File: src/core/mscfg_map.svh
// register offsets, field positions, reset values and timing figures of the start-up configuration bank
`ifndef MSCFG_MAP_SVH
`define MSCFG_MAP_SVH

// ------------------------------------------------------------
// register offsets
// ------------------------------------------------------------
`define MSCFG_ADDR_CONST_ADV 8'h91
`define MSCFG_ADDR_START_BRAKE 8'h92
`define MSCFG_RESET_CONST_ADV 16'h0000
`define MSCFG_RESET_START_BRAKE 16'h0000
// bit 15 reserved, bits 14:0 writable
`define MSCFG_CONST_ADV_WMASK 16'h7FFF

// ------------------------------------------------------------
// field positions of the constant and advance register
// ------------------------------------------------------------
`define MSCFG_KSH_MSB 14
`define MSCFG_KSH_LSB 12
`define MSCFG_KVAL_MSB 11
`define MSCFG_KVAL_LSB 8
`define MSCFG_ADVMODE_BIT 7
`define MSCFG_ASH_MSB 6
`define MSCFG_ASH_LSB 4
`define MSCFG_AVAL_MSB 3
`define MSCFG_AVAL_LSB 0

// ------------------------------------------------------------
// field positions of the start and brake register
// ------------------------------------------------------------
`define MSCFG_STJ_MSB 15
`define MSCFG_STJ_LSB 14
`define MSCFG_BRKCUR_BIT 13
`define MSCFG_HYS_BIT 12
`define MSCFG_ISD_BIT 11
`define MSCFG_REV_BIT 10
`define MSCFG_REVTHR_MSB 9
`define MSCFG_REVTHR_LSB 8
`define MSCFG_OLCUR_MSB 7
`define MSCFG_OLCUR_LSB 6
`define MSCFG_RAMP_MSB 5
`define MSCFG_RAMP_LSB 3
`define MSCFG_BRK_MSB 2
`define MSCFG_BRK_LSB 0

// ------------------------------------------------------------
// timing figures
// ------------------------------------------------------------
`define MSCFG_CLK_MHZ 50
`define MSCFG_STJ_BASE_MS 80
`define MSCFG_BRK_SLOWEST_MS 2700

`endif

File: src/core/mscfg_pkg.sv
// types shared by the start-up configuration bank
package mscfg_pkg;

    // register port request
    typedef struct packed {
        logic wr;
        logic rd;
        logic [7:0] addr;
        logic [15:0] wdata;
    } mscfg_req_t;

    // decoded constant and advance settings
    typedef struct packed {
        logic [2:0] bemf_const_shift;
        logic [3:0] bemf_const_value;
        logic advance_mode_select;
        logic [2:0] advance_time_shift;
        logic [3:0] advance_time_value;
    } mscfg_adv_t;

    // decoded start and brake settings
    typedef struct packed {
        logic [1:0] stationary_judge_threshold;
        logic brake_current_threshold_select;
        logic comparator_hysteresis_select;
        logic initial_speed_detect_enable;
        logic reverse_drive_enable;
        logic [1:0] reverse_brake_speed_threshold;
        logic [1:0] open_loop_current_level;
        logic [2:0] open_loop_current_ramp;
        logic [2:0] brake_time_select;
    } mscfg_start_t;

    // register port states
    typedef enum logic [2:0] {
        MSCFG_IDLE = 3'b001,
        MSCFG_WRITE = 3'b010,
        MSCFG_READ = 3'b100
    } mscfg_state_t;

endpackage

File: src/core/mscfg_shift.sv
// shift-and-value scaler: value placed left by shift
`timescale 1ns/1ps
module mscfg_shift #(
    parameter int VW = 4,
    parameter int SW = 3,
    parameter int OW = 11
) (
    input wire logic core_clk,
    input wire logic rstn,
    input wire logic [VW-1:0] value,
    input wire logic [SW-1:0] shift,
    output logic [OW-1:0] scaled
);
    // ------------------------------------------------------------
    // registered scaling
    // ------------------------------------------------------------
    wire logic [OW-1:0] next_scaled = OW'(value) << shift;

    // registered so the output is glitch free
    always_ff @(posedge core_clk) begin
        if (!rstn) begin
            scaled <= '0;
        end else begin
            scaled <= next_scaled;
        end
    end
endmodule

File: src/core/mscfg_regs.sv
// start-up configuration bank: constant/advance and start/brake registers
//
// What this block does
// constant-and-advance register at 0x91, resets to zero
// bit 15 of that register is reserved and reads zero
// back-EMF constant is value bits 11:8 shifted left by bits 14:12
// advance-mode zero keeps advance at a fixed time
// advance-mode one scales advance by (supply minus back-EMF) over supply
// advance time is bits 3:0 shifted left by bits 6:4
// start-and-brake register at 0x92, resets to zero, fully writable
// bits 15:14 pick stationary threshold, 80 ms doubling to 640 ms
// bit 13 picks brake current threshold, 24 or 48 mA
// bit 12 picks comparator hysteresis, low or high
// bit 11 enables initial speed detection
// bit 10 enables reverse drive
// bits 9:8 pick reverse/brake start speed
// bits 7:6 pick open-loop current
// bits 7:6 also pick align current
// bits 5:3 pick open-loop current ramp rate
// bits 2:0 pick brake time, zero disables the brake
// reserved bits ignore writes and read as zero
`timescale 1ns/1ps
`include "mscfg_map.svh"
module mscfg_regs #(
    parameter int SUPPLY_W = 10,
    parameter int STJ_BASE_CYCLES = `MSCFG_STJ_BASE_MS * 1000 * `MSCFG_CLK_MHZ,
    parameter int BRK_SLOW_CYCLES = `MSCFG_BRK_SLOWEST_MS * 1000 * `MSCFG_CLK_MHZ
) (
    input wire logic core_clk,
    input wire logic rstn,
    input wire mscfg_pkg::mscfg_req_t req,
    input wire logic [SUPPLY_W-1:0] supply_level,
    input wire logic [SUPPLY_W-1:0] bemf_level,
    output logic [15:0] rdata,
    output logic rvalid,
    output logic ack,
    output mscfg_pkg::mscfg_adv_t adv_cfg,
    output mscfg_pkg::mscfg_start_t start_cfg,
    output logic [10:0] bemf_const,
    output logic [10:0] advance_time,
    output logic [10:0] advance_time_eff,
    output logic brake_active,
    output logic [31:0] stationary_cycles,
    output logic [31:0] brake_cycles,
    output logic [7:0] bank_state
);
    // ------------------------------------------------------------
    // storage and register port
    // ------------------------------------------------------------
    logic [15:0] motor_constant_advance_config;
    logic [15:0] startup_brake_config;
    mscfg_pkg::mscfg_state_t state;
    mscfg_pkg::mscfg_state_t next_state;

    wire logic hit_adv = req.addr == `MSCFG_ADDR_CONST_ADV;
    wire logic hit_start = req.addr == `MSCFG_ADDR_START_BRAKE;
    // reserved bits dropped
    wire logic [15:0] wdata_adv = req.wdata & `MSCFG_CONST_ADV_WMASK;
    wire logic [15:0] read_mux = hit_adv ? motor_constant_advance_config :
                                 hit_start ? startup_brake_config : 16'h0000;

    // write has priority when both strobes are raised
    always_comb begin
        next_state = mscfg_pkg::MSCFG_IDLE;
        case (1'b1)
            req.wr: next_state = mscfg_pkg::MSCFG_WRITE;
            req.rd: next_state = mscfg_pkg::MSCFG_READ;
            default: next_state = mscfg_pkg::MSCFG_IDLE;
        endcase
    end

    always_ff @(posedge core_clk) begin
        if (!rstn) begin
            state <= mscfg_pkg::MSCFG_IDLE;
        end else begin
            state <= next_state;
        end
    end

    // constant register reset
    always_ff @(posedge core_clk) begin
        if (!rstn) begin
            motor_constant_advance_config <= `MSCFG_RESET_CONST_ADV;
        end else if (req.wr && hit_adv) begin
            motor_constant_advance_config <= wdata_adv;
        end
    end

    // start register fully writable
    always_ff @(posedge core_clk) begin
        if (!rstn) begin
            startup_brake_config <= `MSCFG_RESET_START_BRAKE;
        end else if (req.wr && hit_start) begin
            startup_brake_config <= req.wdata;
        end
    end

    // unmapped reads answer zero, not an error
    always_ff @(posedge core_clk) begin
        if (!rstn) begin
            rdata <= 16'h0000;
            rvalid <= 1'b0;
            ack <= 1'b0;
        end else begin
            rdata <= (req.rd && !req.wr) ? read_mux : rdata;
            rvalid <= req.rd && !req.wr;
            ack <= req.rd || req.wr;
        end
    end

    // ------------------------------------------------------------
    // field decode
    // ------------------------------------------------------------
    mscfg_pkg::mscfg_adv_t next_adv;
    mscfg_pkg::mscfg_start_t next_start;
    logic [31:0] next_stationary;
    logic [31:0] next_brake;

    // reserved bit never reaches the fields
    assign next_adv.bemf_const_shift = motor_constant_advance_config[`MSCFG_KSH_MSB:`MSCFG_KSH_LSB];
    assign next_adv.bemf_const_value = motor_constant_advance_config[`MSCFG_KVAL_MSB:`MSCFG_KVAL_LSB];
    assign next_adv.advance_mode_select = motor_constant_advance_config[`MSCFG_ADVMODE_BIT];
    assign next_adv.advance_time_shift = motor_constant_advance_config[`MSCFG_ASH_MSB:`MSCFG_ASH_LSB];
    assign next_adv.advance_time_value = motor_constant_advance_config[`MSCFG_AVAL_MSB:`MSCFG_AVAL_LSB];

    // stationary field
    assign next_start.stationary_judge_threshold = startup_brake_config[`MSCFG_STJ_MSB:`MSCFG_STJ_LSB];
    // brake current select
    assign next_start.brake_current_threshold_select = startup_brake_config[`MSCFG_BRKCUR_BIT];
    // hysteresis select
    assign next_start.comparator_hysteresis_select = startup_brake_config[`MSCFG_HYS_BIT];
    // speed detect enable
    assign next_start.initial_speed_detect_enable = startup_brake_config[`MSCFG_ISD_BIT];
    // reverse drive enable
    assign next_start.reverse_drive_enable = startup_brake_config[`MSCFG_REV_BIT];
    // reverse threshold field
    assign next_start.reverse_brake_speed_threshold = startup_brake_config[`MSCFG_REVTHR_MSB:`MSCFG_REVTHR_LSB];
    // open-loop and align current share one field
    assign next_start.open_loop_current_level = startup_brake_config[`MSCFG_OLCUR_MSB:`MSCFG_OLCUR_LSB];
    // ramp rate field
    assign next_start.open_loop_current_ramp = startup_brake_config[`MSCFG_RAMP_MSB:`MSCFG_RAMP_LSB];
    // brake time field
    assign next_start.brake_time_select = startup_brake_config[`MSCFG_BRK_MSB:`MSCFG_BRK_LSB];

    // window doubles per code step
    assign next_stationary = STJ_BASE_CYCLES << next_start.stationary_judge_threshold;
    // brake time halves per step, code zero means no brake
    assign next_brake = (next_start.brake_time_select == 3'h0) ? 32'h0 :
                        (BRK_SLOW_CYCLES >> (next_start.brake_time_select - 3'h1));

    // the engine sees the fields one cycle after the write
    always_ff @(posedge core_clk) begin
        if (!rstn) begin
            adv_cfg <= '0;
            start_cfg <= '0;
            brake_active <= 1'b0;
            stationary_cycles <= 32'h0;
            brake_cycles <= 32'h0;
            bank_state <= 8'h00;
        end else begin
            adv_cfg <= next_adv;
            start_cfg <= next_start;
            brake_active <= next_start.brake_time_select != 3'h0;
            stationary_cycles <= next_stationary;
            brake_cycles <= next_brake;
            bank_state <= {5'h00, state};
        end
    end

    // ------------------------------------------------------------
    // scaled constants
    // ------------------------------------------------------------
    // back-EMF constant
    mscfg_shift #(.VW(4), .SW(3), .OW(11)) u_kt (
        .core_clk(core_clk),
        .rstn(rstn),
        .value(next_adv.bemf_const_value),
        .shift(next_adv.bemf_const_shift),
        .scaled(bemf_const)
    );

    // advance time
    mscfg_shift #(.VW(4), .SW(3), .OW(11)) u_adv (
        .core_clk(core_clk),
        .rstn(rstn),
        .value(next_adv.advance_time_value),
        .shift(next_adv.advance_time_shift),
        .scaled(advance_time)
    );

    // ------------------------------------------------------------
    // effective advance time
    // ------------------------------------------------------------
    // back-EMF above supply clamps the margin to zero rather than wrapping
    wire logic [SUPPLY_W-1:0] margin = (bemf_level > supply_level) ? '0 : supply_level - bemf_level;
    wire logic [10+SUPPLY_W:0] product = (11+SUPPLY_W)'(advance_time) * (11+SUPPLY_W)'(margin);
    wire logic [10+SUPPLY_W:0] quotient = (supply_level == '0) ? '0 :
                                          product / (11+SUPPLY_W)'(supply_level);

    // fixed advance / R5 supply-scaled advance
    always_ff @(posedge core_clk) begin
        if (!rstn) begin
            advance_time_eff <= 11'h000;
        end else if (adv_cfg.advance_mode_select) begin
            advance_time_eff <= quotient[10:0];
        end else begin
            advance_time_eff <= advance_time;
        end
    end
endmodule

File: config.mk
export PLATFORM = sky130hd
export DESIGN_NAME = mscfg_regs
export DESIGN_NICKNAME = d
export VERILOG_FILES = /design/src/core/mscfg_pkg.sv /design/src/core/mscfg_shift.sv /design/src/core/mscfg_regs.sv
export VERILOG_INCLUDE_DIRS = /design/src /design/src/core
export SDC_FILE = /design/constraint.sdc
export NUM_CORES = 1
export LEC_CHECK = 0
export BUFFER_PORTS_ARGS = -buffer_cell sky130_fd_sc_hd__buf_4
export CAP_MARGIN = 0
export CORE_ASPECT_RATIO = 0.5
export CORE_UTILIZATION = 30
export CTS_BUF_LIST = sky130_fd_sc_hd__clkbuf_2
export CTS_CLUSTER_DIAMETER = 60
export DETAILED_ROUTE_END_ITERATION = 8
export GPL_ROUTABILITY_DRIVEN = 0
export RECOVER_POWER = 25
export SYNTH_ARGS = -nofsm -noshare
export SYNTH_HDL_FRONTEND = slang
export SYNTH_HIERARCHICAL = 1
export SYNTH_SLANG_ARGS = --single-unit
export TNS_END_PERCENT = 100
File: constraint.sdc
create_clock -name core_clk -period 75.8 [get_ports core_clk]
set_clock_uncertainty 0.15 [all_clocks]
set_input_delay 3.79 -clock core_clk [delete_from_list [all_inputs] [get_ports core_clk]]
set_output_delay 3.79 -clock core_clk [all_outputs]
set_load 0.005 [all_outputs]
==> metrics.json <==
{
  "timing.hold.ws_ns": 0.257,
  "io_pins": 203,
  "firstDrtPassIters": 5,
  "largest_net_degree_at_the_start_of_global_routing": 89,
  "postCtsSetupRepairBufs": 0,
  "areaGrowthSynthToFinish_pct": 12.4,
  "critical_path.startpoint": "supply_level[0]",
  "clock_tree.buffer_depth": 2,
  "ys_dominant_reg_cell": "sky130_fd_sc_hd__dfxtp_1",
  "grt.overflow.total": 0,
  "groute.usage.overall_pct": 16.9,
  "wirelength_um": 55300,
  "max_cap_violations": 1,
  "outcome": "complete, but fails checks",
  "power_per_unit_of_standard_cell_area_nw_per_um2": 52.8,
  "max_stage_delay_ns": 0.83,
  "setup.worst_path.class": "primary input to flop",
  "drtIter0Drc": 1122,
  "timing.critical_path.to_type": "flop",
  "total_leakage_power_uw": 0.00997,
  "hold_path_depth": 2,
  "post_route_cells_drive_above_1_share_pct": 12.2,
  "worstHoldPathType": "flop to flop",
  "start_util_pct": 30.4,
  "fp.dieW_um": 355,
  "ys_async_sr_fraction_pct": 0,
  "design.die.area_um2": 63300,
  "cts.clk_slew.worst_paths_ns": 0.30,
  "grt_setup_unrepaired": "false",
  "dpl.hpwl_um": 44300,
  "cts-resized-gates": 0,
  "cp_common_cell": "sky130_fd_sc_hd__o21a_1",
  "setup_violations": 0,
  "slew-limit-headroom_pct": -149,
  "finalCriticalPeriod_ns": 61.18,
  "regToRegSetupSlack_ns": 20.05,
  "post_synth_num_cell_types": 99,
  "via_count": 17400,
  "place.port_buffers": 177,
  "crit_end": "advance_time_eff[0]$_SDFF_PN0_",
  "timing.hold.worst.start": "next_start[5]$_SDFFE_PN0P_",
  "required_ns": 76.28,
  "postRouteAntennaNets": 0,
  "critical_path.startpoint_type": "primary input",
  "floorplan.rows": 64,
  "finish.net_count": 2858,
  "final-hold-violation-count": 0,
  "worst-path-max-fanout": 55,
  "insertion_delay_ns": 0.77,
  "tritoncts_buffer_count": 17,
  "tritoncts_clock_tree": "done",
  "r2r-start": "u_adv/scaled[2]$_SDFF_PP0_",
  "clock_tree.htree_level_count": 4,
  "final.period_utilization_pct": 80.7,
  "worst_r2r_path_depth": 230,
  "worstReg2RegEnd": "advance_time_eff[0]$_SDFF_PN0_",
  "synth.avg_cell_area_um2": 7.91,
  "clockRootBuffer": "sky130_fd_sc_hd__clkbuf_2",
  "synth_warnings": 6,
  "worstPathArrival_ns": 61.66,
  "cts_hold_repair.buffers": 0,
  "max-vdd-ir-drop_mv": 0.0635,
  "die_h_um": 178,
  "timing.setup.tns_ns": 0,
  "failing_checks": "capacitance limit, slew limit",
  "syn-cell-area_um2": 18700,
  "design_area_um2": 21000,
  "core_region_area_um2": 61300,
  "synth_edf_count": 0,
  "p_total_uw": 1110,
  "remaining_design_rule_violation_count": 0,
  "wire_per_inst_um": 16.6,
  "finalMaxSlewViolations": 89,
  "crit_path_top_delay_cell": "sky130_fd_sc_hd__o21ai_0",
  "ff_latch_count_synth": 156,
  "post_synthesis_instance_total": 2362,
  "first_global_vias": 16400,
  "post_drt_via_cell_ratio": 5.21,
  "tightest_pin_transition_ns": 3.74,
  "achievable-frequency_ghz": 0.0163,
  "placedInstanceArea_um2": 20700,
  "synth.yosys.seq_area_share_pct": 16.7,
  "initial_antenna_violation_count": 1,
  "cts.sinks": 156,
  "grt_first_pass_wirelength_um": 86500
}
-- cells in the final DEF, fill, tap and decap left out, types with 19 or more instances in the layout --
cell / Yosys / routed
sky130_fd_sc_hd__inv_1: 186 / 186
sky130_fd_sc_hd__o21ai_0: 66 / 66
sky130_fd_sc_hd__nor2b_1: 35 / 35
sky130_fd_sc_hd__o31ai_1: 50 / 50
sky130_fd_sc_hd__nor3b_1: 19 / 19
sky130_fd_sc_hd__mux2i_1: 20 / 20
sky130_fd_sc_hd__a21o_1: 43 / 43
sky130_fd_sc_hd__a211oi_1: 21 / 21
sky130_fd_sc_hd__nor2_1: 204 / 204
sky130_fd_sc_hd__ha_1: 244 / 244
sky130_fd_sc_hd__xnor2_1: 62 / 62
sky130_fd_sc_hd__buf_4: 34 / 190
sky130_fd_sc_hd__nand2b_1: 37 / 37
sky130_fd_sc_hd__nand2_1: 220 / 220
sky130_fd_sc_hd__nor3_1: 155 / 155
sky130_fd_sc_hd__fa_1: 71 / 71
sky130_fd_sc_hd__a21oi_1: 152 / 150
sky130_fd_sc_hd__dfxtp_1: 156 / 156
sky130_fd_sc_hd__o21a_1: 86 / 86
sky130_fd_sc_hd__conb_1: 1 / 25
sky130_fd_sc_hd__o211ai_1: 25 / 25
sky130_fd_sc_hd__and2_1: 54 / 50
sky130_fd_sc_hd__mux2_2: 35 / 35
sky130_fd_sc_hd__a221oi_1: 19 / 19
sky130_fd_sc_hd__nand3_1: 34 / 34
sky130_fd_sc_hd__xor2_1: 25 / 25
-- sequential cells by signal, indices dropped and copies added, names as in the netlist, 3 cells and up --
name	flops
start_cfg	15
u_kt/scaled	11
adv_cfg	15
state	3
u_adv/scaled	11
bank_state	3
rdata	16
stationary_cycles	11
motor_constant_advance_config	15
brake_cycles	26
next_start	16
advance_time_eff	11
-- layout make-up --
cell class	count	area (µm²)
antenna	3	7.51
clock buffer	17	85.1
clock inverter	14	183
fill	6464	40400
inverter	187	702
multi-input combinational	1942	14400
sequential	156	3120
tap	825	1030
timing repair buffer	191	1430
-- per-layer routing --
metal | global-route usage [%] | vias up | wire length, µm
li1 | - | 8692 | -
met1 | 22.5 | 8232 | 25700
met2 | 29.4 | 382 | 26300
met3 | 1.17 | 65 | 2060
met4 | 4.45 | 0 | 1140
met5 | 0 | - | 0
-- report_power, final --
| group | leakage [µW] | internal, µW | switching (µW) |
|---|---|---|---|
| registers | 0.00126 | 83.2 | 0.432 |
| logic | 0.00855 | 410 | 561 |
| clock network | 0.000156 | 19.1 | 33.1 |
-- per-stage QoR --
stage	cells	utilization, %	setup WS (ns)
floorplan	2386	-	18.76
global placement	3301	33.8	15.78
detailed placement	3301	33.8	14.39
CTS	3332	34.2	15.11
global route	3334	34.2	10.03
finish	3335	34.2	14.62
-- cell usage after synthesis, types with 34 or more instances --
cell type                    n  area (µm²)
sky130_fd_sc_hd__a21o_1     43         323
sky130_fd_sc_hd__clkbuf_1   49         184
sky130_fd_sc_hd__mux2_2     35         394
sky130_fd_sc_hd__ha_1      244        3050
sky130_fd_sc_hd__o21ai_0    66         330
sky130_fd_sc_hd__nand3_1    34         170
sky130_fd_sc_hd__fa_1       71        1420
sky130_fd_sc_hd__nand2b_1   37         231
sky130_fd_sc_hd__buf_4      34         255
sky130_fd_sc_hd__and2_1     54         338
sky130_fd_sc_hd__inv_1     186         698
sky130_fd_sc_hd__a21oi_1   152         761
sky130_fd_sc_hd__nor3_1    155         776
sky130_fd_sc_hd__o21a_1     86         646
sky130_fd_sc_hd__dfxtp_1   156        3120
sky130_fd_sc_hd__xnor2_1    62         543
sky130_fd_sc_hd__nand2_1   220         826
sky130_fd_sc_hd__nor2_1    204         766
sky130_fd_sc_hd__nor2b_1    35         219
sky130_fd_sc_hd__o31ai_1    50         375
-- cells by family (layout without fill, tap and decap cells) --
family	Yosys count	count (layout)	synth area share, %
AND/OR/NAND/NOR	846	846	22.4
flip-flops	156	156	16.7
other	1	28	0.0201
AO/OA/AOI/OAI	609	609	22.6
XOR/XNOR	87	87	4.08
adder cells (fa/ha/maj)	315	315	24.0
buffers and inverters	288	409	6.64
multiplexers	60	60	3.62
-- worst min path at each step --
stage	slack (ns)	endpoint
2_1_floorplan	0.26	bank_state[0]$_SDFF_PN0_
3_3_place_gp	0.26	bank_state[1]$_SDFF_PN0_
3_5_place_dp	0.27	bank_state[2]$_SDFF_PN0_
4_1_cts	0.24	start_cfg[5]$_SDFF_PN0_
5_1_grt	0.29	start_cfg[5]$_SDFF_PN0_
6_report	0.26	start_cfg[5]$_SDFF_PN0_
-- critical path: cells and delay by family --
kind / cells / cell delay [ns]
AOI/OAI and AO/OA: 141 / 32.09
xor gates and xnor gates: 1 / 0.12
adders and majority gates: 29 / 10.04
buffers and inverters: 15 / 2.68
muxes: 7 / 2.33
and+or+nand+nor: 52 / 10.43
No activity file was read; power rests on OpenSTA's default activity.
